[src/shared/spimsp_pkg.sv]
/*
  Package for the serial peripheral port: control and status layouts,
  reset values, pin indices and the master rate table.
  Assumes nothing beyond a SystemVerilog compiler.
*/
package spimsp_pkg;

  typedef struct packed {
    logic serial_enable;
    logic open_drain_select;
    logic master_select;
    logic cpol;
    logic cpha;
    logic rate_select_hi;
    logic rate_select_lo;
  } spimsp_ctrl_t;

  localparam spimsp_ctrl_t CTRL_RESET = 7'h04;

  // Status byte layout
  localparam int ST_DONE_BIT = 7;
  localparam int ST_WRITE_COLLISION_FLAG_BIT = 6;
  localparam int ST_MODE_FAULT_FLAG_BIT = 4;

  // Direction bits of the four serial pins in the port D direction word
  localparam int DIR_MISO = 2;
  localparam int DIR_MOSI = 3;
  localparam int DIR_SCK = 4;
  localparam int DIR_SS = 5;
  localparam logic [5:0] DIR_RESET = 6'h00;
  localparam logic [5:0] DIR_SPI_MASK = 6'h3C;

  // Synchroniser lanes
  localparam int PIN_SCK = 0;
  localparam int PIN_SS = 1;
  localparam int PIN_MOSI = 2;
  localparam int PIN_MISO = 3;

  localparam int BITS_PER_BYTE = 8;
  localparam logic [3:0] LAST_EDGE = 4'hF;

  // Bus clock divisors for the serial clock, one per rate code
  localparam int DIV_0 = 2;
  localparam int DIV_1 = 4;
  localparam int DIV_2 = 16;
  localparam int DIV_3 = 32;

  typedef enum logic [2:0] {
    ST_IDLE = 3'b001,
    ST_MASTER = 3'b010,
    ST_SLAVE = 3'b100
  } spimsp_state_t;

endpackage

[src/core/spimsp_core.sv]
/*
  Serial peripheral port, master or slave, one byte full duplex, MSB first.
  Software side is plain strobes and levels on the bus clock; every pad is
  split into input, output and active-low output enable.
  Assumes the pad wiring resolves the enables and that the other party
  keeps to the same clock polarity and phase.
*/
`timescale 1ns/10ps
module spimsp_core (
  input wire logic i_clk,
  input wire logic i_nrst,
  input wire logic i_ctrl_wr,
  input wire spimsp_pkg::spimsp_ctrl_t i_ctrl,
  input wire logic i_dir_wr,
  input wire logic [5:0] i_dir,
  input wire logic i_status_rd,
  input wire logic i_data_rd,
  input wire logic i_data_wr,
  input wire logic [7:0] i_data,
  input wire logic i_ss_gpo,
  input wire logic i_sck,
  input wire logic i_ss_n,
  input wire logic i_mosi,
  input wire logic i_miso,
  output spimsp_pkg::spimsp_ctrl_t o_serial_control_reg,
  output logic [7:0] o_serial_status_reg,
  output logic [7:0] o_serial_data_reg,
  output logic [5:0] o_port_d_direction,
  output logic o_busy,
  output logic o_sck,
  output logic o_sck_oe_n,
  output logic o_mosi,
  output logic o_mosi_oe_n,
  output logic o_miso,
  output logic o_miso_oe_n,
  output logic o_ss_n,
  output logic o_ss_n_oe_n
);

  function automatic logic [4:0] half_period(input logic hi, input logic lo);
    unique case ({hi, lo})
      2'b00: half_period = 5'(spimsp_pkg::DIV_0 / 2);
      2'b01: half_period = 5'(spimsp_pkg::DIV_1 / 2);
      2'b10: half_period = 5'(spimsp_pkg::DIV_2 / 2);
      2'b11: half_period = 5'(spimsp_pkg::DIV_3 / 2);
    endcase
  endfunction

  spimsp_pkg::spimsp_ctrl_t ctrl;
  spimsp_pkg::spimsp_state_t state;
  logic [5:0] dir;
  logic [3:0] sync1, sync2, sync3, pin;
  logic sck_prev;
  logic [7:0] shifter, rd_buf;
  logic rx_bit, hold_bit;
  logic [3:0] edge_cnt;
  logic [4:0] div_cnt;
  logic sck_lvl;
  logic done_flag, write_collision_flag_flag, mode_fault_flag_flag;
  logic armed_data, armed_mode_fault_flag;

  logic ss_sel, fault, data_clear, wr_ok;
  logic m_edge, s_edge, ev, ev_lead, din, last, start_m, start_s;
  logic busy;

  // The last two stages agreeing rejects a single-cycle glitch on a pad.
  always_ff @(posedge i_clk or negedge i_nrst) begin
    if (!i_nrst) begin
      sync1 <= 4'h0;
      sync2 <= 4'h0;
      sync3 <= 4'h0;
      pin <= 4'h2;
    end else begin
      sync1 <= {i_miso, i_mosi, i_ss_n, i_sck};
      sync2 <= sync1;
      sync3 <= sync2;
      for (int k = 0; k < 4; k++) begin
        if (sync2[k] == sync3[k]) begin
          pin[k] <= sync3[k];
        end
      end
    end
  end

  always_ff @(posedge i_clk or negedge i_nrst) begin
    if (!i_nrst) begin
      sck_prev <= 1'b0;
    end else begin
      sck_prev <= pin[spimsp_pkg::PIN_SCK];
    end
  end

  assign ss_sel = !pin[spimsp_pkg::PIN_SS];
  assign busy = (state != spimsp_pkg::ST_IDLE);
  // Mode fault only while master, enabled, and select still an input
  assign fault = ctrl.serial_enable && ctrl.master_select && ss_sel
                 && !dir[spimsp_pkg::DIR_SS];
  assign data_clear = (i_data_rd || i_data_wr) && armed_data;
  // A write before the done flag was seen in a status read is inhibited.
  assign wr_ok = i_data_wr && !busy && (!done_flag || armed_data);

  // Edge sources: divider as master, synchronised pad as slave.
  assign m_edge = (state == spimsp_pkg::ST_MASTER)
                  && (div_cnt == half_period(ctrl.rate_select_hi,
                                             ctrl.rate_select_lo) - 5'd1);
  assign s_edge = !ctrl.master_select && ss_sel
                  && (pin[spimsp_pkg::PIN_SCK] != sck_prev);
  assign ev = (state == spimsp_pkg::ST_MASTER) ? m_edge
              : (ctrl.serial_enable && s_edge);
  assign ev_lead = (edge_cnt[0] == 1'b0);
  assign din = ctrl.master_select ? pin[spimsp_pkg::PIN_MISO]
               : pin[spimsp_pkg::PIN_MOSI];
  assign last = ev && (edge_cnt == spimsp_pkg::LAST_EDGE);
  assign start_m = ctrl.serial_enable && ctrl.master_select && wr_ok && !fault;
  // Phase 0 transfer opens on select; phase 1 on the first clock edge.
  assign start_s = ctrl.serial_enable && !ctrl.master_select && ss_sel
                   && (!ctrl.cpha || s_edge);

  always_ff @(posedge i_clk or negedge i_nrst) begin
    if (!i_nrst) begin
      state <= spimsp_pkg::ST_IDLE;
    end else begin
      unique case (state)
        spimsp_pkg::ST_IDLE: begin
          if (start_m) begin
            state <= spimsp_pkg::ST_MASTER;
          end else if (start_s) begin
            state <= spimsp_pkg::ST_SLAVE;
          end
        end
        spimsp_pkg::ST_MASTER: begin
          if (last || fault) begin
            state <= spimsp_pkg::ST_IDLE;
          end
        end
        spimsp_pkg::ST_SLAVE: begin
          // Phase 0 busy lasts until select rises after the byte.
          if (!ctrl.serial_enable || ctrl.master_select
              || (ctrl.cpha && last) || (!ctrl.cpha && !ss_sel)) begin
            state <= spimsp_pkg::ST_IDLE;
          end
        end
        default: state <= spimsp_pkg::ST_IDLE;
      endcase
    end
  end

  // Master clock generator: half period per divider wrap.
  always_ff @(posedge i_clk or negedge i_nrst) begin
    if (!i_nrst) begin
      div_cnt <= 5'h00;
      sck_lvl <= 1'b0;
    end else if (state != spimsp_pkg::ST_MASTER || fault) begin
      div_cnt <= 5'h00;
      sck_lvl <= ctrl.cpol;
    end else if (m_edge) begin
      div_cnt <= 5'h00;
      sck_lvl <= !sck_lvl;
    end else begin
      div_cnt <= div_cnt + 5'd1;
    end
  end

  always_ff @(posedge i_clk or negedge i_nrst) begin
    if (!i_nrst) begin
      edge_cnt <= 4'h0;
    end else if (start_m || (!ctrl.cpha && !ss_sel && !ctrl.master_select)) begin
      edge_cnt <= 4'h0;
    end else if (ev) begin
      edge_cnt <= edge_cnt + 4'd1;
    end
  end

  // Phase 0 samples on leading edges and shifts on trailing ones; phase 1
  // presents on leading and samples-and-shifts on trailing.
  always_ff @(posedge i_clk or negedge i_nrst) begin
    if (!i_nrst) begin
      shifter <= 8'h00;
      rx_bit <= 1'b0;
      hold_bit <= 1'b0;
    end else if (wr_ok && !fault) begin
      shifter <= i_data;
      hold_bit <= i_data[7];
    end else if (ev) begin
      if (ev_lead && !ctrl.cpha) begin
        rx_bit <= din;
      end else if (ev_lead) begin
        hold_bit <= shifter[7];
      end else if (!ctrl.cpha) begin
        shifter <= {shifter[6:0], rx_bit};
      end else begin
        shifter <= {shifter[6:0], din};
      end
    end
  end

  // Read buffer keeps the older byte when the done flag is still set.
  always_ff @(posedge i_clk or negedge i_nrst) begin
    if (!i_nrst) begin
      rd_buf <= 8'h00;
    end else if (last && (!done_flag || data_clear)) begin
      if (ctrl.cpha) begin
        rd_buf <= {shifter[6:0], din};
      end else begin
        rd_buf <= {shifter[6:0], rx_bit};
      end
    end
  end

  // Flags: a status read arms the clear, the next access clears; set wins.
  always_ff @(posedge i_clk or negedge i_nrst) begin
    if (!i_nrst) begin
      done_flag <= 1'b0;
      write_collision_flag_flag <= 1'b0;
      mode_fault_flag_flag <= 1'b0;
      armed_data <= 1'b0;
      armed_mode_fault_flag <= 1'b0;
    end else begin
      if (last) begin
        done_flag <= 1'b1;
      end else if (data_clear) begin
        done_flag <= 1'b0;
      end
      if (i_data_wr && busy) begin
        write_collision_flag_flag <= 1'b1;
      end else if (data_clear) begin
        write_collision_flag_flag <= 1'b0;
      end
      if (fault) begin
        mode_fault_flag_flag <= 1'b1;
      end else if (i_ctrl_wr && armed_mode_fault_flag) begin
        mode_fault_flag_flag <= 1'b0;
      end
      if (i_status_rd) begin
        armed_data <= done_flag || write_collision_flag_flag;
        armed_mode_fault_flag <= mode_fault_flag_flag;
      end else begin
        if (i_data_rd || i_data_wr) begin
          armed_data <= 1'b0;
        end
        if (i_ctrl_wr) begin
          armed_mode_fault_flag <= 1'b0;
        end
      end
    end
  end

  always_ff @(posedge i_clk or negedge i_nrst) begin
    if (!i_nrst) begin
      ctrl <= spimsp_pkg::CTRL_RESET;
      dir <= spimsp_pkg::DIR_RESET;
    end else begin
      if (fault) begin
        ctrl.serial_enable <= 1'b0;
        ctrl.master_select <= 1'b0;
      end else if (i_ctrl_wr) begin
        ctrl <= i_ctrl;
      end
      if (fault) begin
        dir <= dir & ~spimsp_pkg::DIR_SPI_MASK;
      end else if (i_dir_wr) begin
        dir <= i_dir;
      end
    end
  end

  // Pads are registered so every output leaves a flip-flop; this costs one
  // bus cycle of skew, equal on clock and data, so setup is preserved.
  logic mosi_val, miso_val, drv_sck, drv_mosi, drv_miso;
  assign mosi_val = ctrl.cpha ? hold_bit : shifter[7];
  assign miso_val = ctrl.cpha ? hold_bit : shifter[7];
  assign drv_sck = ctrl.serial_enable && ctrl.master_select
                   && dir[spimsp_pkg::DIR_SCK];
  assign drv_mosi = ctrl.serial_enable && ctrl.master_select
                    && dir[spimsp_pkg::DIR_MOSI];
  assign drv_miso = ctrl.serial_enable && !ctrl.master_select && ss_sel
                    && dir[spimsp_pkg::DIR_MISO];

  function automatic logic o_sck_next();
    o_sck_next = (state == spimsp_pkg::ST_MASTER) ? sck_lvl : ctrl.cpol;
  endfunction

  always_ff @(posedge i_clk or negedge i_nrst) begin
    if (!i_nrst) begin
      o_sck <= 1'b0;
      o_sck_oe_n <= 1'b1;
      o_mosi <= 1'b0;
      o_mosi_oe_n <= 1'b1;
      o_miso <= 1'b0;
      o_miso_oe_n <= 1'b1;
      o_ss_n <= 1'b1;
      o_ss_n_oe_n <= 1'b1;
    end else begin
      // Open-drain mode releases the pad instead of driving a one.
      o_sck <= (state == spimsp_pkg::ST_MASTER) ? sck_lvl : ctrl.cpol;
      o_sck_oe_n <= !(drv_sck && !(ctrl.open_drain_select && o_sck_next()));
      o_mosi <= mosi_val;
      o_mosi_oe_n <= !(drv_mosi && !(ctrl.open_drain_select && mosi_val));
      o_miso <= miso_val;
      o_miso_oe_n <= !(drv_miso && !(ctrl.open_drain_select && miso_val));
      o_ss_n <= i_ss_gpo;
      o_ss_n_oe_n <= !(dir[spimsp_pkg::DIR_SS]
                       && !(ctrl.open_drain_select && i_ss_gpo));
    end
  end

  always_ff @(posedge i_clk or negedge i_nrst) begin
    if (!i_nrst) begin
      o_serial_control_reg <= spimsp_pkg::CTRL_RESET;
      o_serial_status_reg <= 8'h00;
      o_serial_data_reg <= 8'h00;
      o_port_d_direction <= spimsp_pkg::DIR_RESET;
      o_busy <= 1'b0;
    end else begin
      o_serial_control_reg <= ctrl;
      o_serial_status_reg <= 8'h00;
      o_serial_status_reg[spimsp_pkg::ST_DONE_BIT] <= done_flag;
      o_serial_status_reg[spimsp_pkg::ST_WRITE_COLLISION_FLAG_BIT] <= write_collision_flag_flag;
      o_serial_status_reg[spimsp_pkg::ST_MODE_FAULT_FLAG_BIT] <= mode_fault_flag_flag;
      o_serial_data_reg <= rd_buf;
      o_port_d_direction <= dir;
      o_busy <= busy;
    end
  end

endmodule

[config.mk]
export PLATFORM = sky130hd
export DESIGN_NAME = spimsp_core
export DESIGN_NICKNAME = d
export VERILOG_FILES = /design/src/shared/spimsp_pkg.sv /design/src/core/spimsp_core.sv
export SDC_FILE = /design/constraint.sdc
export NUM_CORES = 1
export LEC_CHECK = 0
export BUFFER_PORTS_ARGS = -buffer_cell sky130_fd_sc_hd__buf_2
export CAP_MARGIN = 15
export CORE_MARGIN = 2
export CORE_UTILIZATION = 35
export DETAILED_ROUTE_END_ITERATION = 16
export PLACE_DENSITY = 0.51
export SYNTH_ARGS = -nofsm -noshare
export SYNTH_HDL_FRONTEND = slang
export SYNTH_SLANG_ARGS = --single-unit
[constraint.sdc]
create_clock -name i_clk -period 6.56 [get_ports i_clk]
set_input_delay 0.984 -clock i_clk [delete_from_list [all_inputs] [get_ports i_clk]]
set_output_delay 0.984 -clock i_clk [all_outputs]
set_load 0.05 [all_outputs]
# == Word-level counts from Yosys, hierarchy flattened ==
# Cells that the tools add are included.
# op_classes
bitwise_logic,3
add_sub_neg,3
n_eq_ne,20
mux,39
n_reduce_logical,79
# op_table
op,n
logical AND 1 bit,34
2-to-1 mux 8 bit,4
2-to-1 mux 1 bit,22
nonzero test 2 bit,11
one-hot mux 5 bit (4 select lines),1
zero test 1 bit,16
2-to-1 mux 3 bit,4
2-to-1 mux 6 bit,2
AND reduction 3 bit,4
logical OR 1 bit,11
2-to-1 mux 5 bit,2
one-hot mux 3 bit (3 select lines),1
2-to-1 mux 4 bit,2
2-to-1 mux 7 bit,1
"inequality test 2 bit, second input constant",3
"adder 5 x 1 -> 5 bit, second input constant",1
== test 5 bit,1
"subtractor 5 x 1 -> 5 bit, second input constant",1
"adder 4 x 1 -> 4 bit, second input constant",1
== test 1 bit,4
"== test 2 bit, second input constant",2
"== test 4 bit, second input constant",1
AND reduction 2 bit,2
"== test 3 x 1 -> 1 bit, second input constant",1
other kinds (10),12
# totals
output_inout_bits,38
word_cells,192
register_bits,98

# == Logic depth before layout (Yosys ltp) ==
# depth
word_depth,12
mapped_depth,8

# == Least setup slack after synthesis ==
# OpenSTA, ideal clock, no wires.
# synth_path
kind,register -> register
startpoint,register ctrl[1] in the netlist's numbering
endpoint,register edge_cnt[3]
setup_slack_ns,3.968
t_required_ns,6.482
path_buffers,0
stages_incl_launch_ff,8
synth_period_minus_slack_ns,2.592
arrival_ns,2.513
path_cell_list,dfrtp_1 -> or2_2 -> ha_1 -> xnor2_1 -> or3_1 -> o31a_4 -> or4_1 -> a21oi_1
# synth_between
elab_chain_cells,7
elab_cells_between_ends,10
cone_classes,1 x add/sub; 4 x eq/ne; 2 x mux; 3 x reduce/logical
# synth_lines
element,line,source
start: declaration,spimsp_core.sv:49,spimsp_pkg::spimsp_ctrl_t ctrl;
start signal: assignment,spimsp_core.sv:250,ctrl <= spimsp_pkg::CTRL_RESET;
start signal: assignment,spimsp_core.sv:257,ctrl <= i_ctrl;
== test 2 bit (tied with other cells),spimsp_core.sv:41,"unique case ({hi, lo})"
one-hot mux 5 bit (4 select lines) *,spimsp_core.sv:41,
subtractor 5 x 1 -> 5 bit *,spimsp_core.sv:105,ctrl.rate_select_lo) - 5'd1);
== test 5 bit *,spimsp_core.sv:104,"&& (div_cnt == half_period(ctrl.rate_select_hi,"
logical AND 1 bit *,spimsp_core.sv:104,
2-to-1 mux 1 bit *,spimsp_core.sv:108,assign ev = (state == spimsp_pkg::ST_MASTER) ? m_edge
nonzero test 2 bit (no line) *,n/a,
end signal: assignment,spimsp_core.sv:170,edge_cnt <= edge_cnt + 4'd1;
end: declaration,spimsp_core.sv:56,logic [3:0] edge_cnt;
# Mark *: on every way between the ends. The rest lies on a longest branch, timed or not. The select of a mux whose other input is x is not followed.
# A chain may end at the register's enable or synchronous reset.

# == Final worst setup path ==
# layout_path
startpoint,register ctrl[1] in the netlist's numbering
endpoint,register rd_buf[1]
# layout_between
elab_chain_cells,8
elab_cells_between_ends,11
cone_classes,1 x add/sub; 4 x eq/ne; 2 x mux; 4 x reduce/logical
# layout_lines
element,line,source
== test 2 bit (tied with other cells),spimsp_core.sv:41,
one-hot mux 5 bit (4 select lines) *,spimsp_core.sv:41,
subtractor 5 x 1 -> 5 bit *,spimsp_core.sv:105,
== test 5 bit *,spimsp_core.sv:104,
logical AND 1 bit *,spimsp_core.sv:104,
2-to-1 mux 1 bit *,spimsp_core.sv:108,
logical AND 1 bit *,spimsp_core.sv:113,assign last = ev && (edge_cnt == spimsp_pkg::LAST_EDGE);
logical AND 1 bit *,spimsp_core.sv:201,end else if (last && (!done_flag || data_clear)) begin
end signal: assignment,spimsp_core.sv:203,"rd_buf <= {shifter[6:0], din};"
end signal: assignment,spimsp_core.sv:205,"rd_buf <= {shifter[6:0], rx_bit};"
end: declaration,spimsp_core.sv:54,"logic [7:0] shifter, rd_buf;"
# Marks and branches as above.

==> out/qor.csv <==
metric,value,unit
outcome,finished clean,
Bufs on Longest Clock Path,2,
CP required,6.81,ns
half-perimeter wire length after placement,4.82,mm
most frequent cell after synthesis,dfrtp_1,
initial drt markers,81,
Main synth FF type,dfrtp_1,
clock root buffer,clkbuf_8,
unrepaired setup endpoints after global routing,false,
layout net count,392,
DIE WIDTH,108,um
synth-to-layout area growth,17.9,%
Placeable Area,10400,um^2
Max Slew Vio Count,0,
number of clock sinks,98,
Slew headroom,43.3,%
die area,11600,um^2
# hold bufs at CTS,0,
Worst setup EP type,register,
synthesized area,3770,um^2
vias in the first global route,2237,
final core utilization,42.7,%
Syn Area/Cell,13.1,um^2
commonest cells in the netlist,"dfrtp_1, nand2_1, nor2_1, mux2_2",
Yosys Warn Count,0,
drt total wl,6.99,mm
share of layout cells above drive strength 1,34.3,%
Max IR drop VDD,222,uV
ys async rst share,100,%
Place WS,3.73,ns
routed vias,2323,
CP Max Fanout,8,
clock slew at reported path FFs,0.09,ns
setup ws final,3.74,ns
CTS tree,done,
Synth area leaders,"dfrtp_1, dfstp_2, mux2_2",
flip-flop and latch count after synthesis,98,
class of the worst hold path,reg2reg,
Post-synth EDFFs,0,
Initial Util,36.2,%
Simple-Gate Fraction of Synth Area,13.3,%
RePlAce Congestion,0.797,
Synth Area in Adders,2.06,%
setup TNS,0,ns
Least-Margin Pin Slew,0.851,ns
vias per inst,4.67,
Mapped Cells,288,
Post-Synth XOR/XNOR Area,1.86,%
Post-CTS Resized,0,
Yosys top cell by area,dfrtp_1,
largest net degree at the start of global routing,71,
antenna violations before repair,0,
H-tree Lvls,3,
first-pass GRT wire length,11.2,mm
Final Power,1.59,mW
post-synthesis compound-gate area fraction,7.86,%
Worst setup SP type,register,
DR DRC count,0,
f_max,354,MHz
critical path class,reg2reg,
Top Ports,71,
grt total ovfl,0,
count of different cell masters after synthesis,54,
# diodes,0,
pwr dens,358,nW/um^2
sequential cell area fraction in the yosys report,65.3,%
first drt pass iteration count,4,
chip height,108,um
Total GRT Usage,12.8,%
TritonCTS buffer count,9,
clock latency on the worst-skew pair,0.37,ns
min Tclk post-route,2.82,ns
drt wl/cell,14.1,um
Rows,37,
mux cell area share after synthesis,6.63,%
Setup Skew,0.0154,ns
Hold Fails Final Rpt,0,
max-cap violations,0,
Final Cycle Share,43.1,%
Static Leakage,2.09,nW
Yosys top cell area share,59.0,%
remaining antenna violation count,0,
Post-CTS Setup Inserts,0,
port buffer count,65,
final setup vio count,0,
"Arr. time, crit path",3.07,ns
largest family of logic cells by synthesized area,simple AND/OR/NAND/NOR gates,
-- per-stage QoR --
| stage | hold slack, ns | instances | instance area [um^2] |
|---|---|---|---|
| after floorplan | 0.331 | 292 | 3790 |
| after global placement | 0.332 | 481 | 4200 |
| after detailed placement | 0.336 | 481 | 4200 |
| after CTS | 0.358 | 497 | 4450 |
| after global routing | 0.365 | 497 | 4450 |
| final | 0.356 | 497 | 4450 |
-- cell type report --
cell class | count | area (um^2)
flip-flops and latches | 98 | 2460
fillers | 992 | 5970
repair buffers | 66 | 335
clock inverters | 7 | 125
well taps | 136 | 170
clock buffers | 9 | 124
multi-input cells | 176 | 1210
inverters | 5 | 18.8
-- critical path: stages (launching register included) --
cell and delay [ns]:
dfrtp_1 0.43, or2_2 0.33, ha_1 0.31, xnor2_1 0.12, or3_1 0.43, o31ai_4 0.44
nand3_2 0.30, mux2_2 0.34
-- cell families after synthesis --
family,count (synthesis)
other cells,1
compound gates,42
buf+inv,18
flops,98
xor+xnor,8
fa+ha+maj,7
mux,23
simple gates,91
-- final timing paths --
path | startpoint | end | slack, ns | cells after the start
worst max-delay path | ctrl[1] | rd_buf[1] | 3.74 | 7
worst min-delay path | sync1[0] | sync2[0] | 0.36 | 0
worst max register to register | ctrl[1] | rd_buf[1] | 3.74 | 7
worst min register to register | sync1[0] | sync2[0] | 0.36 | 0
max in group asynchronous | i_nrst | state[1] | 4.86 | 2
min in group asynchronous | i_nrst | sync1[2] | 0.53 | 1
-- cell usage in the layout, fill, tap and decap left out, types with 3 or more instances in the layout --
| master | netlist | final |
|---|---|---|
| or3_1 | 3 | 3 |
| conb_1 | 1 | 5 |
| nand2_1 | 29 | 29 |
| xor2_1 | 4 | 4 |
| o211ai_1 | 5 | 5 |
| nand3_1 | 5 | 5 |
| o21ai_0 | 10 | 10 |
| or3_2 | 3 | 3 |
| dfstp_2 | 9 | 9 |
| nor2_1 | 21 | 21 |
| clkbuf_8 | 1 | 9 |
| a21oi_1 | 10 | 10 |
| mux2_2 | 16 | 16 |
| a31oi_1 | 5 | 5 |
| bufinv_16 | 0 | 3 |
| nand2b_1 | 4 | 4 |
| maj3_1 | 4 | 4 |
| ha_1 | 3 | 3 |
| inv_1 | 5 | 5 |
| buf_2 | 0 | 64 |
| xnor2_1 | 4 | 4 |
| mux2i_1 | 7 | 7 |
| dfrtp_1 | 89 | 89 |
| nand4_1 | 5 | 5 |
-- layer usage --
| layer | vias to the layer above | global-route usage (%) | wire length (um) |
|---|---|---|---|
| li1 | 1129 | - | - |
| met1 | 1145 | 17.7 | 3330 |
| met2 | 43 | 18.5 | 3280 |
| met3 | 6 | 3.33 | 277 |
| met4 | 0 | 6.32 | 95 |
| met5 | - | 0 | 0 |
-- power by group --
group          total [mW]  internal (mW)  switching (mW)
combinational       0.351          0.108           0.243
sequential          0.769          0.703          0.0652
clock               0.473          0.257           0.216
Note: power is estimated with default switching activity, not from simulation.
